`config.mk`:
```
export PLATFORM = sky130hd
export DESIGN_NAME = sram_host
export DESIGN_NICKNAME = d
export VERILOG_FILES = /design/src/logic/sram_host_pkg.sv /design/src/logic/sync2.sv /design/src/logic/sram_host.sv
export VERILOG_INCLUDE_DIRS = /design/src /design/src/logic
export SDC_FILE = /design/constraint.sdc
export NUM_CORES = 1
export LEC_CHECK = 0
export ABC_AREA = 1
export BUFFER_PORTS_ARGS = -buffer_cell sky130_fd_sc_hd__buf_4
export CAP_MARGIN = 10
export CORE_MARGIN = 2
export CORE_UTILIZATION = 35
export DETAILED_ROUTE_END_ITERATION = 10
export GPL_ROUTABILITY_DRIVEN = 0
export PLACE_DENSITY_LB_ADDON = 0.05
export SYNTH_ARGS = -nofsm -noshare
export SYNTH_HDL_FRONTEND = slang
export SYNTH_SLANG_ARGS = --single-unit
```
`constraint.sdc`:
```
create_clock -name ref_clk -period 1.6 [get_ports ref_clk]
set_input_delay 0.08 -clock ref_clk [delete_from_list [all_inputs] [get_ports ref_clk]]
set_output_delay 0.08 -clock ref_clk [all_outputs]
set_load 0.02 [all_outputs]
```
`src/logic/sram_host_cfg.svh`:
```
`ifndef SRAM_HOST_CFG_SVH
`define SRAM_HOST_CFG_SVH

// ==========================================================
// timing figures in ns, clock period in ns
`define CLK_PERIOD_NS        40
`define ADDR_SETUP_NS        15
`define WRITE_OVERLAP_NS     70
`define DATA_SETUP_NS        50
`define DATA_HOLD_NS         5
`define WRITE_RECOVERY_NS    15
`define FLOAT_AFTER_WRITE_NS 50
`define READ_CYCLE_NS        120
`define GATE_TO_VALID_NS     80
`define FLOAT_AFTER_DESEL_NS 50

// ==========================================================
// all times but data setup and gate-to-valid round up to whole cycles (min one cycle)
`define CYC_UP(ns)   (((ns) + `CLK_PERIOD_NS - 1) / `CLK_PERIOD_NS)
`define ADDR_SETUP_CYC     `CYC_UP(`ADDR_SETUP_NS)
`define WRITE_OVERLAP_CYC  `CYC_UP(`WRITE_OVERLAP_NS)
`define DATA_HOLD_CYC      `CYC_UP(`DATA_HOLD_NS)
`define WRITE_RECOVERY_CYC `CYC_UP(`WRITE_RECOVERY_NS)
`define FLOAT_WRITE_CYC    `CYC_UP(`FLOAT_AFTER_WRITE_NS)
`define READ_CYCLE_CYC     `CYC_UP(`READ_CYCLE_NS)
`define FLOAT_DESEL_CYC    `CYC_UP(`FLOAT_AFTER_DESEL_NS)
`define CNT_ZERO           4'h0
`define ADDR_RESET         11'h000
`define DATA_RESET         8'h00

`endif

```
`src/logic/sram_host_pkg.sv`:
```
package sram_host_pkg;
    // ======================================================
    // sequencer states, gray codes along the write path only
    typedef enum logic [2:0] {
        ST_IDLE   = 3'b000,
        ST_SETUP  = 3'b001,
        ST_STROBE = 3'b011,
        ST_HOLD   = 3'b010,
        ST_RSAMP  = 3'b110,
        ST_FLOAT  = 3'b111
    } seq_state_t;
endpackage : sram_host_pkg

```
`src/logic/sync2.sv`:
```
`timescale 1ns/10ps
// ==========================================================
// two-flop synchroniser for pin inputs
module sync2 #(
    parameter int W = 8
) (
    // clock and reset
    input  wire logic         ref_clk,
    input  wire logic         srst,
    // data
    input  wire logic [W-1:0] d,
    output logic      [W-1:0] q
);
    logic [W-1:0] meta_reg;

    // first flop feeds only the second
    always_ff @(posedge ref_clk) begin
        if (srst) begin
            meta_reg <= '0;
            q        <= '0;
        end else begin
            meta_reg <= d;
            q        <= meta_reg;
        end
    end
endmodule : sync2

```
`src/logic/sram_host.sv`:
```
`timescale 1ns/10ps
`include "sram_host_cfg.svh"
module sram_host #(
    parameter int AW = 11,
    parameter int DW = 8
) (
    // clock and reset
    input  wire logic          ref_clk,
    input  wire logic          srst,
    // user request
    input  wire logic          req_valid,
    input  wire logic          req_write,
    input  wire logic [AW-1:0] req_addr,
    input  wire logic [DW-1:0] req_wdata,
    output logic               req_ready,
    output logic               rd_valid,
    output logic      [DW-1:0] rd_data,
    // memory pins
    output logic      [AW-1:0] mem_addr,
    output logic               mem_cs_n,
    output logic               mem_we_n,
    output logic               mem_oe_n,
    output logic      [DW-1:0] mem_dq_o,
    output logic               mem_dq_oe,
    input  wire logic [DW-1:0] mem_dq_i
);
    import sram_host_pkg::*;

    // ======================================================
    // state
    seq_state_t  state_reg;
    logic [3:0]  cnt_reg;
    logic        wr_reg;
    logic [DW-1:0] dq_sync;
    logic [3:0]    quiet_cnt_reg;
    logic          take;
    logic          bus_quiet;
    logic          setup_done;

    // count loaded with a cycle figure minus one
    function automatic logic [3:0] load_cnt(input int cyc);
        load_cnt = (cyc > 1) ? 4'(cyc - 1) : `CNT_ZERO;
    endfunction : load_cnt

    wire cnt_done = (cnt_reg == `CNT_ZERO);

    // a request is taken only from idle
    function automatic logic is_take(input seq_state_t st, input logic valid);
        is_take = (st == ST_IDLE) && valid;
    endfunction : is_take

    // ======================================================
    // decoded strobes shared by the pin processes
    assign take       = is_take(state_reg, req_valid);
    assign bus_quiet  = (quiet_cnt_reg == `CNT_ZERO);
    // a write waits in setup until the memory is known to float
    assign setup_done = cnt_done && (bus_quiet || !wr_reg);

    // ======================================================
    // bus-turn guard, counts down after the memory could last drive
    always_ff @(posedge ref_clk) begin
        if (srst) begin
            quiet_cnt_reg <= `CNT_ZERO;
        end else if (!mem_cs_n && !mem_oe_n) begin
            quiet_cnt_reg <= 4'(`FLOAT_DESEL_CYC);
        end else if (!bus_quiet) begin
            quiet_cnt_reg <= quiet_cnt_reg - 4'h1;
        end
    end

    // ======================================================
    // data pin input synchroniser
    sync2 #(.W(DW)) u_dq_sync (
        .ref_clk (ref_clk),
        .srst    (srst),
        .d       (mem_dq_i),
        .q       (dq_sync)
    );

    // ======================================================
    // sequencer and counter
    always_ff @(posedge ref_clk) begin
        if (srst) begin
            state_reg <= ST_IDLE;
            cnt_reg   <= `CNT_ZERO;
            wr_reg    <= 1'b0;
        end else begin
            if (!cnt_done) cnt_reg <= cnt_reg - 4'h1;
            unique case (state_reg)
                ST_IDLE: begin
                    if (req_valid) begin
                        wr_reg    <= req_write;
                        state_reg <= ST_SETUP;
                        cnt_reg   <= load_cnt(`ADDR_SETUP_CYC);
                    end
                end
                ST_SETUP: begin
                    // address settles; a write also waits for quiet pins
                    if (setup_done) begin
                        state_reg <= ST_STROBE;
                        cnt_reg   <= wr_reg ? load_cnt(`WRITE_OVERLAP_CYC)
                                            : load_cnt(`READ_CYCLE_CYC);
                    end
                end
                ST_STROBE: begin
                    // overlap or read cycle runs out
                    if (cnt_done) begin
                        state_reg <= wr_reg ? ST_HOLD : ST_RSAMP;
                        cnt_reg   <= load_cnt(`WRITE_RECOVERY_CYC);
                    end
                end
                ST_HOLD: begin
                    // data still driven for the hold time
                    if (cnt_done) begin
                        state_reg <= ST_IDLE;
                    end
                end
                ST_RSAMP: begin
                    // wait one cycle for the sampled byte to reach the second synchroniser stage
                    if (cnt_done) begin
                        state_reg <= ST_FLOAT;
                        cnt_reg   <= load_cnt(`FLOAT_DESEL_CYC);
                    end
                end
                ST_FLOAT: begin
                    // memory lets go of the pins before the next take
                    if (cnt_done) begin
                        state_reg <= ST_IDLE;
                    end
                end
            endcase
        end
    end

    // ======================================================
    // address and strobe pins, all registered
    always_ff @(posedge ref_clk) begin
        if (srst) begin
            mem_addr  <= `ADDR_RESET;
            mem_cs_n  <= 1'b1;
            mem_we_n  <= 1'b1;
            mem_oe_n  <= 1'b1;
        end else begin
            if (take) begin
                mem_addr <= req_addr;
                mem_cs_n <= 1'b0;
                mem_oe_n <= 1'b1;
                mem_we_n <= 1'b1;
            end
            if (state_reg == ST_SETUP && setup_done) begin
                mem_we_n <= !wr_reg;
                mem_oe_n <= wr_reg;
            end
            if (state_reg == ST_STROBE && cnt_done) begin
                mem_we_n <= 1'b1;
                mem_cs_n <= 1'b1;
                mem_oe_n <= 1'b1;
            end
        end
    end

    // ======================================================
    // acceptance pulse, raised at the taking edge for one cycle
    always_ff @(posedge ref_clk) begin
        if (srst) begin
            req_ready <= 1'b0;
        end else begin
            req_ready <= take;
        end
    end

    // ======================================================
    // write data drive, opened only after any read drive has floated
    always_ff @(posedge ref_clk) begin
        if (srst) begin
            mem_dq_o  <= `DATA_RESET;
            mem_dq_oe <= 1'b0;
        end else begin
            if (take && req_write) begin
                mem_dq_o <= req_wdata;
            end
            // setup spans a float interval after the last read ended
            if (state_reg == ST_SETUP && wr_reg && bus_quiet) begin
                mem_dq_oe <= 1'b1;
            end
            // hold one cycle past strobe rise
            if (state_reg == ST_HOLD && cnt_done) begin
                mem_dq_oe <= 1'b0;
            end
        end
    end

    // ======================================================
    // read data capture
    always_ff @(posedge ref_clk) begin
        if (srst) begin
            rd_data  <= `DATA_RESET;
            rd_valid <= 1'b0;
        end else begin
            rd_valid <= 1'b0;
            // first float cycle: byte sampled at strobe rise leaves the sync
            if (state_reg == ST_FLOAT && cnt_reg == load_cnt(`FLOAT_DESEL_CYC)) begin
                rd_data  <= dq_sync;
                rd_valid <= 1'b1;
            end
        end
    end
endmodule : sram_host

```
==> results by group <==
Outcome
  – Status: complete, no violations

Die
  – Die Y: 85.1 um
  – # rows: 29
  – Core region area: 6350 um2
  – Initial Utilization: 0.362
  – IO Count: 64
  – Die Width: 85.1 um
  – DIE AREA: 7240 um2

Setup path
  – Buffers and inverters on the worst path: 1
  – Biggest cell delay along the critical path: 0.32 ns
  – Slowest cell on crit path: dfxtp_1
  – Critical path launch point type: flip-flop
  – CP cell instances: inv_1 > ha_2 > nand2_2 > ha_1 > nand3_1 > o21ai_0 > a21oi_1 > a21oi_1
  – Worst Setup End Kind: flip-flop
  – CP dominant cell by count: a21oi_1
  – Worst path arrival time: 1.64 ns
  – Crit-path leading delay family: adder cells
  – CP Max Fanout: 5
  – Worst setup path class: reg -> reg
  – Crit path required time: 1.80 ns

Route
  – DR pass1 iterations: 4
  – Routed wire length: 5130 um
  – DR iter-0 viols: 113
  – Number of vias per cell: 4.48
  – Drt drc: 0
  – DR vias: 2048
  – Routed WL per cell: 11.2 um
  – Detail Route Antenna Nets: 0

Timing
  – Final setup viols: 0
  – Clk_skew: 0.00683 ns
  – Slew Limit Fails: 0
  – Final TNS setup: 0 ns
  – Fmax: 0.696 GHz
  – Period utilization: 0.898
  – Least-Margin Pin Slew: 0.389 ns
  – Rel. slew slack: 0.740
  – Fin crit period: 1.44 ns
  – Final worst slack: 0.163 ns
  – Hold WS: 0.0197 ns
  – RSZ-0062 raised after global routing: no
  – Final Hold Viols: 0

Yosys
  – Count of different cell masters after synthesis: 28
  – Synth Register Bits: 61
  – Gate Count Post-Synth: 288
  – Async SR Flop Fraction: 0
  – EDFF count, synth: 0
  – Syn nets: 323
  – Post-synthesis sequential area ratio: 0.531
  – Syn_area_per_cell: 7.99 um2
  – Main synth FF type: dfxtp_1
  – Mapped Area: 2300 um2
  – Yosys Warn Count: 0

Place
  – Pre-CTS setup slack: 0.101 ns
  – Port Buf Inserts: 63
  – Detail Placement HPWL: 3370 um

CTS
  – Clock sink count: 61
  – Worst-Skew Late Latency: 0.33 ns
  – Max Root-Sink Buffers: 2
  – Clock transition at path regs: 0.07 ns
  – Post-CTS Setup Bufs: 0
  – CTS buffer count: 9
  – CTS H-tree lvls: 3
  – Root Buffer: clkbuf_8
  – CTS tree: yes

Power
  – Lkg Pwr: 1.52 nW
  – P_sw: 1.97 mW
  – Sequential power share: 0.383
  – Max IR drop VDD: 0.735 mV
  – Sw frac: 0.377
  – Power share of the clock group: 0.260
  – Combinational share of power: 0.357
  – Power, Total: 5.23 mW
  – Total internal power: 3.26 mW
  – Cell Pwr Density: 1620 nW/um2

Global routing
  – Initial antenna violation count: 0
  – First-pass GRT wire length: 8750 um
  – GRT overflow: 0
  – Vias in the first global route: 1956
  – Pin count of the biggest net entering global routing: 33
  – GRT Resource Usage Total: 0.152

Layout
  – Nets: 410
  – Share of layout cells above drive strength 1: 0.261
  – Most flops, register: mem_addr
  – Max reg flops: 11
  – Area Overhead vs Synth: 40.7%
  – Ant diodes: 0

Flow run
  – Max cap viols: 0

Hold path
  – HP Class: in -> reg
## Yosys cell counts, types with 2 or more instances
cell / n / share of area
nor2_4: 3 / 0.015
nor2_1: 69 / 0.11
buf_6: 3 / 0.015
o21ai_0: 25 / 0.054
nand2_1: 36 / 0.059
a21oi_1: 15 / 0.033
nor4_1: 2 / 0.0054
inv_1: 28 / 0.046
ha_1: 4 / 0.022
clkbuf_1: 5 / 0.0082
nand2_2: 3 / 0.0082
nand4_1: 3 / 0.0082
nand3_1: 14 / 0.030
nand3_2: 2 / 0.0087
xnor2_1: 2 / 0.0076
clkinv_2: 2 / 0.0044
dfxtp_1: 61 / 0.53
## placed cells by master, fill, tap and decap left out, types with 3 or more instances in the layout
master / instances
o21ai_0: 25
nand4_1: 3
dlygate4sd3_1: 20
clkinv_2: 3
clkbuf_8: 9
nand3_2: 3
buf_4: 67
nand3_1: 13
nand2_2: 4
nand2_1: 35
inv_1: 28
nor2_1: 69
dfxtp_1: 60
a21oi_1: 15
ha_1: 3
nor2_4: 3
## power groups by stage
stage | clock network, mW | logic (mW) | registers (mW)
global route | 1.49 | 2.11 | 2.04
finish | 1.36 | 1.87 | 2.00
detailed placement | 0 | 1.81 | 2.03
global placement | 0 | 1.80 | 2.03
CTS | 1.41 | 1.85 | 2.00
floorplan | 0 | 1.14 | 2.17
## final timing paths
kind	start	to	slack [ns]	depth (start not counted)
worst max-delay path	cnt_reg[1]	cnt_reg[0]	0.16	8
worst min-delay path	req_wdata[3]	mem_dq_o[3]	0.02	3
worst max register to register	cnt_reg[1]	cnt_reg[0]	0.16	8
worst min register to register	u_dq_sync.meta_reg[4]	u_dq_sync.q[4]	0.40	2
## final cells by class
type / count / area (um2)
well taps: 77 / 96.3
multi-input cells: 185 / 898
flip-flops and latches: 61 / 1220
clock inverters: 7 / 73.8
clock buffers: 9 / 124
repair buffers: 87 / 703
fillers: 647 / 3110
inverters: 31 / 120
## cells by family (layout without fill, tap and decap cells)
kind of cell | count (synthesis) | in the layout | share of synthesized area
AO/OA/AOI/OAI | 43 | 43 | 0.0973
buffers and inverters | 42 | 134 | 0.0832
AND/OR/NAND/NOR | 136 | 136 | 0.259
XOR/XNOR | 2 | 2 | 0.00761
adder cells (fa/ha/maj) | 4 | 4 | 0.0218
flip-flops | 61 | 61 | 0.531
## repair_timing
action                                  CTS  global route
gates resized for setup                   0             5
endpoints found under the setup margin    0             5
endpoints found under the hold margin    20             0
hold buffers                             20             0
## layer usage
| layer | vias to the layer above | global-route usage | routed length [um] |
|---|---|---|---|
| li1 | 1083 | - | - |
| met1 | 909 | 0.194 | 2390 |
| met2 | 49 | 0.232 | 2370 |
| met3 | 7 | 0.0457 | 293 |
| met4 | 0 | 0.0779 | 66 |
| met5 | - | 0 | 0 |
## per-stage QoR
step	cell area, um2	util	std cells
final	3240	0.510	457
after global routing	3240	0.510	457
after CTS	3230	0.508	457
after detailed placement	2830	0.445	421
after global placement	2830	0.445	421
after floorplan	2300	-	288
## tightest hold or removal path, delay by kind of cell
family | cells | cell delay (ns)
buffers and inverters | 1 | 0.10
AND/OR/NAND/NOR | 1 | 0.06
AO/OA/AOI/OAI | 1 | 0.06
(Power assumes the default switching activity.)
